==> config.mk <==
export PLATFORM = sky130hd
export DESIGN_NAME = cagc_regs
export DESIGN_NICKNAME = d
export VERILOG_FILES = /design/src/cagc_pkg.sv /design/src/cagc_regs.sv
export SDC_FILE = /design/constraint.sdc
export NUM_CORES = 1
export LEC_CHECK = 0
export BUFFER_PORTS_ARGS = -buffer_cell sky130_fd_sc_hd__buf_2
export CAP_MARGIN = 10
export CORE_ASPECT_RATIO = 0.6
export CORE_MARGIN = 5
export CORE_UTILIZATION = 56
export DETAILED_ROUTE_END_ITERATION = 16
export PLACE_DENSITY = 0.85
export SKIP_LAST_GASP = 1
export SLEW_MARGIN = 20
export SYNTH_ARGS = -nofsm -noshare
export SYNTH_HDL_FRONTEND = slang
export SYNTH_SLANG_ARGS = --single-unit
==> constraint.sdc <==
create_clock -name pclk -period 6.6 [get_ports pclk]
set_clock_uncertainty 0.1 [all_clocks]
set_input_delay 0.33 -clock pclk [delete_from_list [all_inputs] [get_ports pclk]]
set_output_delay 0.33 -clock pclk [all_outputs]
set_load 0.05 [all_outputs]
==> src/cagc_pkg.sv <==
// Purpose: Shared constants and types for the cell gain-control and driver status registers.
// Assumes: APB with 32-bit data; registers sit at four times their index.
// Notes: Times are in milliseconds and become cycles through the cycles-per-ms figure.
package cagc_pkg;
	localparam int ADDR_W = 12;
	localparam logic [7:0] IDX_AGC_CTRL = 8'h24;
	localparam logic [7:0] IDX_DRV_STAT = 8'h25;
	localparam logic [7:0] IDX_IRQ_STAT = 8'h26;
	localparam logic [7:0] IDX_IRQ_MASK = 8'h27;
	localparam logic [11:0] ADDR_AGC_CTRL = {2'h0, IDX_AGC_CTRL, 2'h0};
	localparam logic [11:0] ADDR_DRV_STAT = {2'h0, IDX_DRV_STAT, 2'h0};
	localparam logic [11:0] ADDR_IRQ_STAT = {2'h0, IDX_IRQ_STAT, 2'h0};
	localparam logic [11:0] ADDR_IRQ_MASK = {2'h0, IDX_IRQ_MASK, 2'h0};
	// Field positions of the gain-control register.
	localparam int NF_BIT = 14;
	localparam int NL_LSB = 11;
	localparam int HYS_LSB = 9;
	localparam int CLIP_BIT = 8;
	localparam int TG_LSB = 5;
	localparam int TC_LSB = 1;
	localparam int EN_BIT = 0;
	// Field positions of the driver status register.
	localparam int DRV_LSB = 10;
	localparam int POP_SEQUENCE_DISABLE_BIT = 5;
	localparam int PST_BIT = 4;
	localparam int NUM_DRV = 6;
	// Interrupt bits.
	localparam int IRQ_W = 3;
	localparam int IRQ_NOISE = 0;
	localparam int IRQ_POP = 1;
	localparam int IRQ_DRV = 2;
	// Reset values.
	localparam logic [13:0] AGC_CTRL_RST = 14'h0000;
	localparam logic [5:0] DRV_FLAG_RST = 6'h3f;
	localparam logic [8:0] SYNC_RST = {3'h0, DRV_FLAG_RST};
	// Timing.
	localparam int CLK_MHZ = 100;
	localparam int CYC_PER_MS_DEF = CLK_MHZ * 1000;
	localparam int POP_SHORT_MS = 802;
	localparam int POP_LONG_MS = 4006;
	localparam int POP_DC_MS = 1;
	localparam int ATK_MS_0 = 8;
	localparam int ATK_MS_1 = 11;
	localparam int ATK_MS_2 = 16;
	localparam int ATK_MS_3 = 20;
	localparam int DCY_MS_Z = 10;
	localparam int DCY_MS_0 = 100;
	localparam int DCY_MS_1 = 200;
	localparam int DCY_MS_2 = 400;
	localparam int DCY_MS_3 = 500;

	typedef struct packed {
		logic [2:0] noise_thr;
		logic [1:0] hyst;
		logic clip_en;
		logic [2:0] target;
		logic [3:0] time_const;
		logic agc_en;
	} cagc_cfg_t;

	typedef enum logic [1:0] {
		POP_IDLE = 2'h0,
		POP_RUN = 2'h1,
		POP_DONE = 2'h3
	} cagc_pop_state_t;
endpackage : cagc_pkg

==> src/cagc_regs.sv <==
// Purpose: Cell gain-control configuration and driver power-down status registers on APB.
// Assumes: Status pins are asynchronous; pop_request comes from logic on pclk.
// Notes: Zero wait states; unmapped addresses answer with pslverr.
`timescale 1ns/1ps
module cagc_regs #(
	parameter int CYC_PER_MS = cagc_pkg::CYC_PER_MS_DEF
) (
	input wire logic pclk,
	input wire logic presetn,
	input wire logic psel,
	input wire logic penable,
	input wire logic pwrite,
	input wire logic [11:0] paddr,
	input wire logic [31:0] pwdata,
	output logic [31:0] prdata,
	output logic pready,
	output logic pslverr,
	input wire logic noise_below_pin,
	input wire logic [5:0] driver_off_pin,
	input wire logic short_circuit_pin,
	input wire logic cap_mode_pin,
	input wire logic pop_request,
	output cagc_pkg::cagc_cfg_t agc_cfg,
	output logic signed [7:0] noise_threshold_db,
	output logic [2:0] hysteresis_db,
	output logic signed [7:0] target_half_db,
	output logic [31:0] attack_cycles,
	output logic [31:0] decay_cycles,
	output logic threshold_invalid,
	output logic driver_status_valid,
	output logic pop_active,
	output logic pop_done,
	output logic irq
);
	localparam int DCY_Z_CYC = cagc_pkg::DCY_MS_Z * CYC_PER_MS;
	localparam logic [31:0] POP_SHORT_CYC = 32'(cagc_pkg::POP_SHORT_MS * CYC_PER_MS);
	localparam logic [31:0] POP_LONG_CYC = 32'(cagc_pkg::POP_LONG_MS * CYC_PER_MS);
	localparam logic [31:0] POP_DC_CYC = 32'(cagc_pkg::POP_DC_MS * CYC_PER_MS);

	// Counters are 32 bits, so the longest pop time must fit.
	if (CYC_PER_MS < 1 || CYC_PER_MS > 1000000)
	begin : g_bad_rate
		$error("CYC_PER_MS out of range");
	end

	cagc_pkg::cagc_cfg_t cfg_reg;
	logic pop_sequence_disable_dis_reg;
	logic pst_long_reg;
	logic [8:0] s1_reg;
	logic [8:0] s2_reg;
	logic [8:0] s3_reg;
	logic [8:0] filt_reg;
	logic [8:0] filt_next;
	logic [5:0] drv_prev_reg;
	logic noise_prev_reg;
	logic noise_flag;
	logic [2:0] irq_stat_reg;
	logic [2:0] irq_mask_reg;
	logic [2:0] irq_ev;
	logic [2:0] irq_clr;
	logic [31:0] prdata_reg;
	logic [31:0] rd_data;
	cagc_pkg::cagc_pop_state_t pop_state_reg;
	logic [31:0] pop_cnt_reg;
	logic addr_hit;
	logic wr_en;
	logic setup;

	// Bus decode; the slave never inserts wait states.
	always_comb
	begin
		addr_hit = (paddr == cagc_pkg::ADDR_AGC_CTRL) || (paddr == cagc_pkg::ADDR_DRV_STAT) ||
			(paddr == cagc_pkg::ADDR_IRQ_STAT) || (paddr == cagc_pkg::ADDR_IRQ_MASK);
		setup = psel && !penable;
		wr_en = psel && penable && pwrite && addr_hit;
	end
	assign pready = 1'b1;
	assign pslverr = psel && penable && !addr_hit;
	assign prdata = prdata_reg;

	// Status pins pass three flops; a bit moves once the second and third agree.
	always_comb
	begin
		filt_next = (s2_reg & s3_reg) | (filt_reg & (s2_reg ^ s3_reg));
	end

	always_ff @(posedge pclk or negedge presetn)
	begin
		if (!presetn)
		begin
			s1_reg <= cagc_pkg::SYNC_RST;
			s2_reg <= cagc_pkg::SYNC_RST;
			s3_reg <= cagc_pkg::SYNC_RST;
			filt_reg <= cagc_pkg::SYNC_RST;
		end
		else
		begin
			s1_reg <= {short_circuit_pin, cap_mode_pin, noise_below_pin, driver_off_pin};
			s2_reg <= s1_reg;
			s3_reg <= s2_reg;
			filt_reg <= filt_next;
		end
	end

	// The comparator result means nothing with gain control off, so it is masked.
	assign noise_flag = filt_reg[6] && cfg_reg.agc_en;
	assign driver_status_valid = !filt_reg[8];

	// Configuration writes; read-only positions of the written word are dropped.
	always_ff @(posedge pclk or negedge presetn)
	begin
		if (!presetn)
		begin
			cfg_reg <= cagc_pkg::AGC_CTRL_RST;
			pop_sequence_disable_dis_reg <= 1'b0;
			pst_long_reg <= 1'b0;
			irq_mask_reg <= 3'h0;
		end
		else if (wr_en)
		begin
			if (paddr == cagc_pkg::ADDR_AGC_CTRL)
			begin
				cfg_reg <= pwdata[cagc_pkg::NF_BIT-1:0];
			end
			if (paddr == cagc_pkg::ADDR_DRV_STAT)
			begin
				pop_sequence_disable_dis_reg <= pwdata[cagc_pkg::POP_SEQUENCE_DISABLE_BIT];
				pst_long_reg <= pwdata[cagc_pkg::PST_BIT];
			end
			if (paddr == cagc_pkg::ADDR_IRQ_MASK)
			begin
				irq_mask_reg <= pwdata[cagc_pkg::IRQ_W-1:0];
			end
		end
	end
	assign agc_cfg = cfg_reg;

	// Read data is captured in the setup cycle, so the access phase returns a flop.
	always_comb
	begin
		rd_data = 32'h0;
		case (paddr)
			cagc_pkg::ADDR_AGC_CTRL:
			begin
				rd_data[cagc_pkg::NF_BIT] = noise_flag;
				rd_data[cagc_pkg::NF_BIT-1:0] = cfg_reg;
			end
			cagc_pkg::ADDR_DRV_STAT:
			begin
				rd_data[cagc_pkg::DRV_LSB+5:cagc_pkg::DRV_LSB] = filt_reg[5:0];
				rd_data[cagc_pkg::POP_SEQUENCE_DISABLE_BIT] = pop_sequence_disable_dis_reg;
				rd_data[cagc_pkg::PST_BIT] = pst_long_reg;
			end
			cagc_pkg::ADDR_IRQ_STAT: rd_data[2:0] = irq_stat_reg;
			cagc_pkg::ADDR_IRQ_MASK: rd_data[2:0] = irq_mask_reg;
			default: rd_data = 32'h0;
		endcase
	end

	always_ff @(posedge pclk or negedge presetn)
	begin
		if (!presetn)
			prdata_reg <= 32'h0;
		else if (setup && !pwrite)
			prdata_reg <= rd_data;
	end

	// Decoded settings for the gain-control datapath.
	always_ff @(posedge pclk or negedge presetn)
	begin
		if (!presetn)
		begin
			noise_threshold_db <= 8'he2;
			hysteresis_db <= 3'h1;
			target_half_db <= 8'hf5;
			attack_cycles <= 32'(cagc_pkg::ATK_MS_0 * CYC_PER_MS);
			decay_cycles <= 32'(DCY_Z_CYC);
			threshold_invalid <= 1'b0;
		end
		else
		begin
			case (cfg_reg.noise_thr)
				3'h0, 3'h1: noise_threshold_db <= 8'he2;
				3'h2: noise_threshold_db <= 8'hd8;
				3'h3: noise_threshold_db <= 8'hce;
				3'h4: noise_threshold_db <= 8'hc4;
				3'h5: noise_threshold_db <= 8'hba;
				3'h6: noise_threshold_db <= 8'hb0;
				default: noise_threshold_db <= 8'ha6;
			endcase
			// With gain control on, codes above 100 are flagged for the cell path rather than clamped.
			threshold_invalid <= cfg_reg.agc_en && (cfg_reg.noise_thr > 3'h4);
			case (cfg_reg.hyst)
				2'h0: hysteresis_db <= 3'h1;
				2'h1: hysteresis_db <= 3'h2;
				2'h2: hysteresis_db <= 3'h4;
				default: hysteresis_db <= 3'h0;
			endcase
			case (cfg_reg.target)
				3'h0: target_half_db <= 8'hf5;
				3'h1: target_half_db <= 8'hf0;
				3'h2: target_half_db <= 8'hec;
				3'h3: target_half_db <= 8'he8;
				3'h4: target_half_db <= 8'he4;
				3'h5: target_half_db <= 8'hde;
				3'h6: target_half_db <= 8'hd8;
				default: target_half_db <= 8'hd0;
			endcase
			// Counts run on pclk, so they do not move with the audio sample rate.
			case (cfg_reg.time_const[1:0])
				2'h0: attack_cycles <= 32'(cagc_pkg::ATK_MS_0 * CYC_PER_MS);
				2'h1: attack_cycles <= 32'(cagc_pkg::ATK_MS_1 * CYC_PER_MS);
				2'h2: attack_cycles <= 32'(cagc_pkg::ATK_MS_2 * CYC_PER_MS);
				default: attack_cycles <= 32'(cagc_pkg::ATK_MS_3 * CYC_PER_MS);
			endcase
			if (cfg_reg.time_const == 4'h0)
				decay_cycles <= 32'(DCY_Z_CYC);
			else
			begin
				case (cfg_reg.time_const[3:2])
					2'h0: decay_cycles <= 32'(cagc_pkg::DCY_MS_0 * CYC_PER_MS);
					2'h1: decay_cycles <= 32'(cagc_pkg::DCY_MS_1 * CYC_PER_MS);
					2'h2: decay_cycles <= 32'(cagc_pkg::DCY_MS_2 * CYC_PER_MS);
					default: decay_cycles <= 32'(cagc_pkg::DCY_MS_3 * CYC_PER_MS);
				endcase
			end
		end
	end

	// Pop sequencer; timing is latched at start so a later write cannot stretch it.
	always_ff @(posedge pclk or negedge presetn)
	begin
		if (!presetn)
		begin
			pop_state_reg <= cagc_pkg::POP_IDLE;
			pop_cnt_reg <= 32'h0;
		end
		else
		begin
			case (pop_state_reg)
				cagc_pkg::POP_IDLE:
				begin
					if (pop_request)
					begin
						if (pop_sequence_disable_dis_reg)
							pop_state_reg <= cagc_pkg::POP_DONE;
						else
						begin
							pop_state_reg <= cagc_pkg::POP_RUN;
							if (!filt_reg[7])
								pop_cnt_reg <= POP_DC_CYC;
							else if (pst_long_reg)
								pop_cnt_reg <= POP_LONG_CYC;
							else
								pop_cnt_reg <= POP_SHORT_CYC;
						end
					end
				end
				cagc_pkg::POP_RUN:
				begin
					pop_cnt_reg <= pop_cnt_reg - 32'h1;
					if (pop_cnt_reg <= 32'h1)
						pop_state_reg <= cagc_pkg::POP_DONE;
				end
				cagc_pkg::POP_DONE: pop_state_reg <= cagc_pkg::POP_IDLE;
				default: pop_state_reg <= cagc_pkg::POP_IDLE;
			endcase
		end
	end
	assign pop_active = (pop_state_reg == cagc_pkg::POP_RUN);
	assign pop_done = (pop_state_reg == cagc_pkg::POP_DONE);

	// Sticky interrupt status; a new event beats a write-one clear in the same cycle.
	always_comb
	begin
		irq_ev = 3'h0;
		irq_ev[cagc_pkg::IRQ_NOISE] = noise_flag && !noise_prev_reg;
		irq_ev[cagc_pkg::IRQ_POP] = pop_done;
		irq_ev[cagc_pkg::IRQ_DRV] = (filt_reg[5:0] != drv_prev_reg);
		irq_clr = (wr_en && paddr == cagc_pkg::ADDR_IRQ_STAT) ? pwdata[2:0] : 3'h0;
	end

	always_ff @(posedge pclk or negedge presetn)
	begin
		if (!presetn)
		begin
			irq_stat_reg <= 3'h0;
			noise_prev_reg <= 1'b0;
			drv_prev_reg <= cagc_pkg::DRV_FLAG_RST;
		end
		else
		begin
			irq_stat_reg <= (irq_stat_reg & ~irq_clr) | irq_ev;
			noise_prev_reg <= noise_flag;
			drv_prev_reg <= filt_reg[5:0];
		end
	end
	assign irq = |(irq_stat_reg & irq_mask_reg);
endmodule : cagc_regs

==> results.ini, run 1 <==
[clock_tree]
ctsHtreeMaxLevel = 4
clock_latency_ns = 0.42
clock-sinks = 155
cts_tree = yes
clkTransAtPathRegs_ns = 0.06
cts_buffer_depth = 2
root_buffer = clkbuf_16
cts_buffers = 17
cts_resized = 0
postCtsSetupBuffers = 0

[setup_path]
worstPathCellList = nand2b_1 -> inv_1 -> buf_2
cp.arrival_ns = 2.59
path_max_fanout = 27
critPathKind = reg -> out
crit_path_end_kind = output port
critPathRequiredTime_ns = 6.17
critPathBufInv = 2
startpoint_type = register
cp_top_family = buffers and inverters
crit_path_max_incr_delay_ns = 0.79
crit_slowest_cell = nand2b_1

[pwr]
finalPower_mw = 2.61
cellPowerDensity_nw_per_um2 = 324
p_leak_nw = 3.83
peakVddDrop_mv = 0.209

[cells_and_area]
diodes = 0
multiInputGateArea_um2 = 2490
area_delta_synth_final_pct = 16.7
nFillCells = 892
largest_reg_flops = 32
layout-drive-gt1-share_pct = 31.7
nets = 807
seq_area_um2 = 3940

[die]
coreArea_um2 = 12100
die_y_um = 96.0
ios = 195
rows = 31
die_w_um = 153
start_util_pct = 57.2
die_area_um2 = 14700

[synthesis]
ys_types = 60
synth_common_cells = dfrtp_1, buf_4, dfstp_2
synth-warning-count = 0
ys_ff_latch = 155
synth_top_area_share_pct = 39.2
ys_async_sr_fraction_pct = 100
synthFlopType = dfrtp_1
yosys.area.top_type = dfrtp_1
syn_avg_cell_area_um2 = 11.4
syn_inst = 603
ys_seq_area_share_pct = 57.1
synth.cell_area_um2 = 6900
synth_edf_count = 0
netlist_top_cells_area = dfrtp_1, dfstp_2, buf_4
synth.most_common_cell = dfrtp_1

[sta]
rsz0062_at_grt = false
worstMarginPinSlew_ns = 0.974
fmax_mhz = 331
fin_crit_sh_pct = 45.8
min_period_ns = 3.02
finalSetupTns_ns = 0
setup-violations-final = 0
relSlewSlack_pct = 35.1
drv_slew = 0
hold_viol = 0

[grt]
grt_use_total_pct = 21.3
grt_pass1_wl_um = 24600
antenna_found_initial = 0
grt_max_degree = 87
grt_overflow = 0
grt_pass1_vias = 4750

[route]
route.met2.wl_um = 7480
ant_nets = 0
wl_met3_um = 1180
drt-initial-drc-count = 427
top_layer = met4
drcViolationCount = 0
routedWlPerCell_um = 17.1
drt-total-wl_um = 15500
vias_per_cell = 5.48
wl_met1_um = 6590
first_pass_iters = 5
vias = 4933

[status]
status = complete, no violations

[flow_run]
maxCapViolCount = 0

[worst_hold_path]
hold_class = in -> reg

[place]
io_buffers = 126
place_congestion = 0.861
hpwl_um = 10800

-- worst paths after layout --
check	startpoint	end	slack (ns)	cells past startpoint
max	pop_state_reg[1]	pop_active	3.58	3
min	pwdata[12]	agc_cfg[12]	0.02	3
max reg2reg	pop_cnt_reg[12]	pop_cnt_reg[27]	3.66	5
min reg2reg	s1_reg[7]	s2_reg[7]	0.25	0
max in group asynchronous	presetn	irq_stat_reg[0]	4.88	3
min in group asynchronous	presetn	s1_reg[8]	0.36	2
-- report_power, final --
part / switching, mW / total (mW) / internal [mW]
Sequential: 0.0895 / 1.13 / 1.04
Clock: 0.395 / 0.924 / 0.529
Combinational: 0.388 / 0.553 / 0.165
Total: 0.873 / 2.61 / 1.74
-- logic make-up (layout without fill, tap and decap cells) --
family	after synthesis	count (layout)	synth area share, %
simple gates	167	167	13.3
flops	155	155	57.1
buf+inv	110	195	9.55
compound gates	106	106	10.0
fa+ha+maj	25	25	4.53
mux	23	23	3.55
xor+xnor	15	15	1.90
other cells	2	50	0.109
-- through the flow --
step           instances  util (%)  hold slack, ns  cell area (µm²)  setup WS [ns]
4_1_cts              901      66.7          0.0124             8040           3.66
3_5_place_dp         859      61.2           0.240             7380           3.77
6_report             901      66.7          0.0186             8050           3.58
3_3_place_gp         859      61.2           0.232             7380           3.84
2_1_floorplan        651         -         -0.0656             7080           4.11
5_1_grt              901      66.7          0.0222             8050           3.43
-- worst reg2reg max path, cell delays in order, from the launching register on --
cell	delay, ns
dfrtp_1	0.41
or4_1	0.68
nor4_4	0.78
nand3_4	0.22
or4_1	0.52
a21oi_1	0.16
-- placed cells by master, fill, tap and decap left out, types with 9 or more instances in the layout --
cell / netlist / layout
o21ai_1: 14 / 14
inv_1: 24 / 24
ha_1: 25 / 25
nor4_1: 12 / 12
buf_2: 2 / 125
xor2_1: 9 / 9
dfrtp_1: 108 / 108
o21ai_0: 22 / 22
conb_1: 2 / 50
nand2_1: 30 / 30
a21o_1: 11 / 11
mux2i_1: 11 / 11
or4_1: 10 / 10
a21oi_1: 21 / 20
dlygate4sd3_1: 0 / 10
nand3_1: 9 / 9
mux2_2: 12 / 12
clkbuf_16: 0 / 18
dfstp_2: 47 / 47
or3_1: 11 / 11
nor3_1: 15 / 15
nor2_1: 40 / 39
-- timing repair --
item                       4_1_cts  5_1_grt
hold endpoints to repair        47        0
hold buffers                    10        0
setup endpoints to repair        0        0
-- metal layers --
| metal | up-vias | track usage, % |
|---|---|---|
| met3 | 25 | 4.72 |
| met2 | 222 | 34.6 |
| met1 | 2444 | 29.1 |
| met5 | - | 0 |
| li1 | 2242 | - |
| met4 | 0 | 7.12 |
-- final cells by class --
type	count	share of cell area, %
Tap cell	165	2.56
Timing Repair Buffer	139	9.48
Sequential cell	155	48.9
Inverter	24	1.12
Multi-Input combinational cell	386	30.9
Clock buffer	22	6.03
Clock inverter	10	0.963
(Power assumes the default switching activity.)
==> inputs of run 2 (changes only) <==
--- a/config.mk
+++ b/config.mk
@@ -9,9 +9,9 @@
 export CAP_MARGIN = 10
 export CORE_ASPECT_RATIO = 0.6
 export CORE_MARGIN = 5
-export CORE_UTILIZATION = 56
+export CORE_UTILIZATION = 47
 export DETAILED_ROUTE_END_ITERATION = 16
-export PLACE_DENSITY = 0.85
+export PLACE_DENSITY = 0.76
 export SKIP_LAST_GASP = 1
 export SLEW_MARGIN = 20
 export SYNTH_ARGS = -nofsm -noshare
==> constraint.sdc (replaced) <==
create_clock -name pclk -period 2.74 [get_ports pclk]
set_clock_uncertainty 0.1 [all_clocks]
set_input_delay 0.137 -clock pclk [delete_from_list [all_inputs] [get_ports pclk]]
set_output_delay 0.137 -clock pclk [all_outputs]
set_load 0.05 [all_outputs]
==> run 2 against run 1 <==
Against the previous run:
- combinational power rose to 2.6 times the previous value
- count of clock-buffer cells in the layout down 1
- wire length up 2.4%
- non-clock buffer count up 26
==> results.ini, run 2 (synthesized netlist as in run 1, its figures left out) <==
[route]
vias_per_cell = 5.13  ; -6.4%
drcViolationCount = 0  ; unchanged
drt-initial-drc-count = 299  ; -30%
first_pass_iters = 5  ; unchanged
ant_nets = 0  ; unchanged
routedWlPerCell_um = 16.5  ; -3.8%
vias = 4916  ; -0.34%
drt-total-wl_um = 15800  ; +2.4%

[sta]
relSlewSlack_pct = 55.0  ; +20 points
worstMarginPinSlew_ns = 0.669  ; -0.305 ns
finalSetupTns_ns = 0  ; unchanged
setup-violations-final = 0  ; unchanged
fmax_mhz = 390
hold_viol = 0  ; unchanged
hold_slack_ns = 0.0763  ; +0.0577 ns
drv_slew = 0  ; unchanged
min_period_ns = 2.56
rsz0062_at_grt = false
fin_crit_sh_pct = 93.6
setup_slack_ns = 0.175  ; -3.40 ns

[clock_tree]
clock-sinks = 155  ; unchanged
postCtsSetupBuffers = 0  ; unchanged
cts_buffers = 17  ; unchanged
ctsHtreeMaxLevel = 4  ; unchanged
clkTransAtPathRegs_ns = 0.06  ; about the same
cts_buffer_depth = 2  ; unchanged
root_buffer = clkbuf_16
cts_tree = yes
clock_latency_ns = 0.42  ; about the same

[die]
coreArea_um2 = 14400  ; +20%
rows = 34  ; +9.7%
ios = 195  ; unchanged
die_w_um = 166  ; +8.6%
start_util_pct = 47.9  ; -9.4 points
die_y_um = 104  ; +8.2%
die_area_um2 = 17300  ; +17%

[grt]
grt_use_total_pct = 18.6  ; -2.7 points
antenna_found_initial = 0  ; unchanged
grt_overflow = 0  ; unchanged
grt_pass1_wl_um = 26200  ; +6.8%
grt_pass1_vias = 5001  ; +5.3%
grt_max_degree = 65  ; -25%

[setup_path]
crit_path_end_kind = register
crit_slowest_cell = or4_1
critPathKind = reg -> reg
startpoint_type = register
path_max_fanout = 10  ; -63%
cp.arrival_ns = 2.76  ; +0.17 ns
crit_path_max_incr_delay_ns = 0.73  ; -0.06 ns
critPathRequiredTime_ns = 2.94  ; -3.23 ns
worstPathCellList = or4_1 -> or3_1 -> nor2_1 -> nand3_1 -> a311o_1

[place]
place_worst_setup_slack_ns = 0.202  ; -3.57 ns
dp_cells = 903  ; +5.1%
placed_area_um2 = 7520  ; +1.8%
io_buffers = 126  ; unchanged
hpwl_um = 11400  ; +5.0%
place_congestion = 0.849  ; -1.4%

[cells_and_area]
final_common_cell = buf_2
area_delta_synth_final_pct = 21.5
stdcell_count = 959  ; +6.4%
layout-drive-gt1-share_pct = 32.1  ; +0.41 points
largest_reg_flops = 32  ; unchanged
final_cell_mix = buf_2, dfrtp_1, conb_1
fin_area_um2 = 8380  ; +4.1%
final_util_pct = 58.1  ; -8.6 points
diodes = 0  ; unchanged
nets = 833  ; +3.2%

[pwr]
p_sw_mw = 2.10  ; +140%
p_seq_share_pct = 41.5  ; -1.9 points
peakVddDrop_mv = 0.485  ; +130%
power.internal_mw = 4.47  ; +160%
power_frac_clock_pct = 36.7  ; +1.3 points
cellPowerDensity_nw_per_um2 = 783  ; +140%
p_leak_nw = 3.97  ; +3.4%
sw_frac_of_total_pct = 31.9  ; -1.5 points
combPwrFrac_pct = 21.8  ; +0.6 points
finalPower_mw = 6.57  ; +150%

[worst_hold_path]
hold_class = in -> reg

[status]
status = complete, no violations

[flow_run]
maxCapViolCount = 0  ; unchanged

[run 2: worst max-delay path, delay by kind of cell, from the launching register on]
family,cells,cell delay (ns)
simple gates,4,1.57
compound gates,1,0.35
flops,1,0.42
[run 2: path summary, 6_finish.rpt]
kind                                 from         endpoint  slack, ns  depth (start not counted)
setup / recovery           pop_cnt_reg[6]  pop_cnt_reg[18]       0.18                          5
hold / removal                   paddr[3]     pst_long_reg       0.08                          3
setup reg to reg           pop_cnt_reg[6]  pop_cnt_reg[18]       0.18                          5
hold reg to reg                 s1_reg[7]        s2_reg[7]       0.25                          0
max in group asynchronous         presetn      filt_reg[4]       1.53                          3
min in group asynchronous         presetn  pop_cnt_reg[16]       0.17                          2
[run 2: repair_timing]
item | in CTS | in global routing
endpoints found under the hold margin | 92 | 0
gates resized for setup | 0 | 1
endpoints found under the setup margin | 0 | 1
hold buffers | 25 | 0
[run 2: routing by layer]
layer / vias to the layer above / routed length, µm / track usage [%]
li1: 2283 / - / -
met1: 2388 / 6940 / 25.3
met5: - / 0 / 0
met4: 0 / 386 / 7.12
met3: 38 / 1290 / 5.43
met2: 207 / 7200 / 28.5
[run 2: final cells by class]
class	instances	area [µm²]
clock buffer	21	470
clock inverter	10	141
fill	1184	6040
inverter	24	90.1
multi-input combinational	386	2490
sequential	155	3940
tap	198	248
timing repair buffer	165	1000
[run 2: power by group through the flow]
stage / Combinational [mW] / Sequential (mW) / Clock [mW]
after floorplan: 1.09 / 2.69 / 0
after CTS: 1.42 / 2.71 / 2.46
final: 1.43 / 2.72 / 2.41
after global placement: 1.31 / 2.72 / 0
after detailed placement: 1.39 / 2.75 / 0
after global routing: 1.57 / 2.74 / 2.58
==> inputs of run 3 (changes only) <==
--- a/config.mk
+++ b/config.mk
@@ -11,6 +11,7 @@
 export CORE_MARGIN = 5
 export CORE_UTILIZATION = 47
 export DETAILED_ROUTE_END_ITERATION = 16
+export MAX_ROUTING_LAYER = met4
 export PLACE_DENSITY = 0.76
 export SKIP_LAST_GASP = 1
 export SLEW_MARGIN = 20
==> run 3 against run 2 <==
Against the previous run:
- utilization fell by 0.087 points
- register-to-register slack worse by 0.02 ns
- hold slack improved by 0.0066 ns
- die area stayed put
- sequential share of layout area is 0.070 points higher
- wire length increased by 0.21%
- critical path type unchanged
- first-iteration DRC count up 16%
- sequential power about the same
- critical endpoint is now pop_cnt_reg[26]
- sequential cell count is the same
- setup slack worse by 0.016 ns
- largest cell class unchanged
- via count up 0.98%
- largest power group unchanged
==> results.ini, run 3 (synthesized netlist as in run 1, its figures left out) <==
[cells_and_area]
nFillCells = 1147  ; -3.1%
layout-drive-gt1-share_pct = 32.2  ; +0.089 points
stdcell_count = 960  ; +0.10%
area_delta_synth_final_pct = 21.3
diodes = 0  ; unchanged
largest_reg_flops = 32  ; unchanged
final_common_cell = buf_2
final_cell_mix = buf_2, dfrtp_1, conb_1
nets = 833  ; unchanged

[grt]
grt_pass1_wl_um = 26400  ; +0.63%
grt.busiest_layer = met2
grt_max_degree = 72  ; +11%
grt_use_total_pct = 19.3  ; +0.63 points
grt_overflow = 0  ; unchanged
grt_use_met1_pct = 25.4  ; +0.16 points
antenna_found_initial = 0  ; unchanged
use_met3_pct = 4.25  ; -1.2 points
grtUsageMet2_pct = 30.1  ; +1.6 points
grt_pass1_vias = 5109  ; +2.2%

[place]
dp_cells = 903  ; unchanged
io_buffers = 126  ; unchanged
place_congestion = 0.868  ; +2.2%
hpwl_um = 11200  ; -1.7%
place_worst_setup_slack_ns = 0.154  ; -0.0485 ns

[setup_path]
r2r-end = pop_cnt_reg[26]
r2r_cells = 8  ; +3
path_max_fanout = 7  ; -3
cp.arrival_ns = 2.81  ; +0.05 ns
r2r_start = pop_cnt_reg[0]
startpoint_type = register
crit_start = pop_cnt_reg[0]
critPathKind = reg -> reg
critPathRequiredTime_ns = 2.97  ; +0.03 ns
setup.worst_path.end = pop_cnt_reg[26]
rrSetupSlack_ns = 0.16  ; -0.02 ns
crit_path_end_kind = register

[pwr]
p_leak_nw = 3.97  ; +0.21%
cellPowerDensity_nw_per_um2 = 781  ; -0.25%
peakVddDrop_mv = 0.474  ; -2.2%
finalPower_mw = 6.54  ; -0.40%

[die]
die_w_um = 166  ; unchanged
die_y_um = 104  ; unchanged
rows = 34  ; unchanged
start_util_pct = 47.9  ; unchanged
coreArea_um2 = 14400  ; unchanged
die_area_um2 = 17300  ; unchanged
ios = 195  ; unchanged

[sta]
hold_viol = 0  ; unchanged
drv_slew = 0  ; unchanged
fmax_mhz = 388  ; -0.61%
worstMarginPinSlew_ns = 0.737  ; +0.0678 ns
fin_crit_sh_pct = 94.2  ; +0.57 points
relSlewSlack_pct = 50.5  ; -4.6 points
setup-violations-final = 0  ; unchanged
min_period_ns = 2.58  ; +0.0157 ns
rsz0062_at_grt = false
finalSetupTns_ns = 0  ; unchanged
setup_slack_ns = 0.159  ; -0.0157 ns

[route]
drt-total-wl_um = 15800  ; +0.21%
routedWlPerCell_um = 16.5  ; +0.10%
vias_per_cell = 5.17  ; +0.87%
drt-initial-drc-count = 346  ; +16%
drcViolationCount = 0  ; unchanged
vias = 4964  ; +0.98%
first_pass_iters = 5  ; unchanged
ant_nets = 0  ; unchanged

[clock_tree]
ctsHtreeMaxLevel = 4  ; unchanged
clock-sinks = 155  ; unchanged
clkTransAtPathRegs_ns = 0.06  ; about the same
cts_buffers = 17  ; unchanged
cts_tree = yes
cts_resized = 0  ; unchanged
cts_buffer_depth = 2  ; unchanged
clock_latency_ns = 0.42  ; about the same
root_buffer = clkbuf_16

[status]
status = complete, no violations

[worst_hold_path]
hold_class = in -> reg

[flow_run]
maxCapViolCount = 0  ; unchanged

[run 3: cell count changes in the layout (fill, tap and decap cells not counted), sizes merged]
cell and delta:
clkinv +5, inv +1, clkinvlp -3, bufinv -1, clkbuf -1
[run 3: timing repair]
item,4_1_cts,5_1_grt
hold buffers,25,0
endpoints found under the hold margin,88,0
setup buffers,0,0
[run 3: how the worst min path moves through the flow]
stage               startpoint                      endpoint  slack, ns  cells past startpoint
global route          paddr[3]  pop_sequence_disable_dis_reg       0.10                      3
floorplan              presetn                    agc_cfg[0]      -0.26                      0
detailed placement     presetn               pop_cnt_reg[18]        0.1                      1
global placement       presetn               pop_cnt_reg[18]       0.09                      1
finish                paddr[3]  pop_sequence_disable_dis_reg       0.08                      3
CTS                   paddr[3]  pop_sequence_disable_dis_reg       0.07                      3
[run 3: layer usage]
layer	part of all wire [%]	vias up
li1	-	2275
met1	45	2473
met2	47	194
met3	6.7	22
met4	1.4	0
met5	0	-
[run 3: worst max-delay path, cell delays in order (launching register included)]
cell      delay, ns
dfrtp_1        0.42
inv_1          0.08
ha_1           0.22
or4b_1         0.47
buf_4          0.18
nor3_1         0.28
nand3_2        0.17
or3_1          0.35
a211oi_1       0.21
[run 3: cell type report]
class | instances | area, µm² | share of cell area [%]
Sequential cell | 155 | 3940 | 47.0
Clock buffer | 20 | 467 | 5.57
Multi-Input combinational cell | 386 | 2490 | 29.7
Clock inverter | 12 | 138 | 1.64
Inverter | 24 | 90.1 | 1.08
Timing Repair Buffer | 165 | 1000 | 12.0
Tap cell | 198 | 248 | 2.96
[run 3: through the flow]
stage	hold WS (ns)	instance area [µm²]	util [%]
2_1_floorplan	-0.259	7080	-
3_3_place_gp	0.0866	7520	52.1
3_5_place_dp	0.0967	7520	52.1
4_1_cts	0.0750	8370	58.1
5_1_grt	0.105	8370	58.1
6_report	0.0829	8370	58.1
[run 3: where the power goes]
part | internal, mW | total, mW | switching, mW | leakage, nW
combinational | 0.464 | 1.44 | 0.976 | 1.87
sequential | 2.51 | 2.72 | 0.211 | 1.81
clock | 1.42 | 2.38 | 0.955 | 0.293
total | 4.40 | 6.54 | 2.14 | 3.97
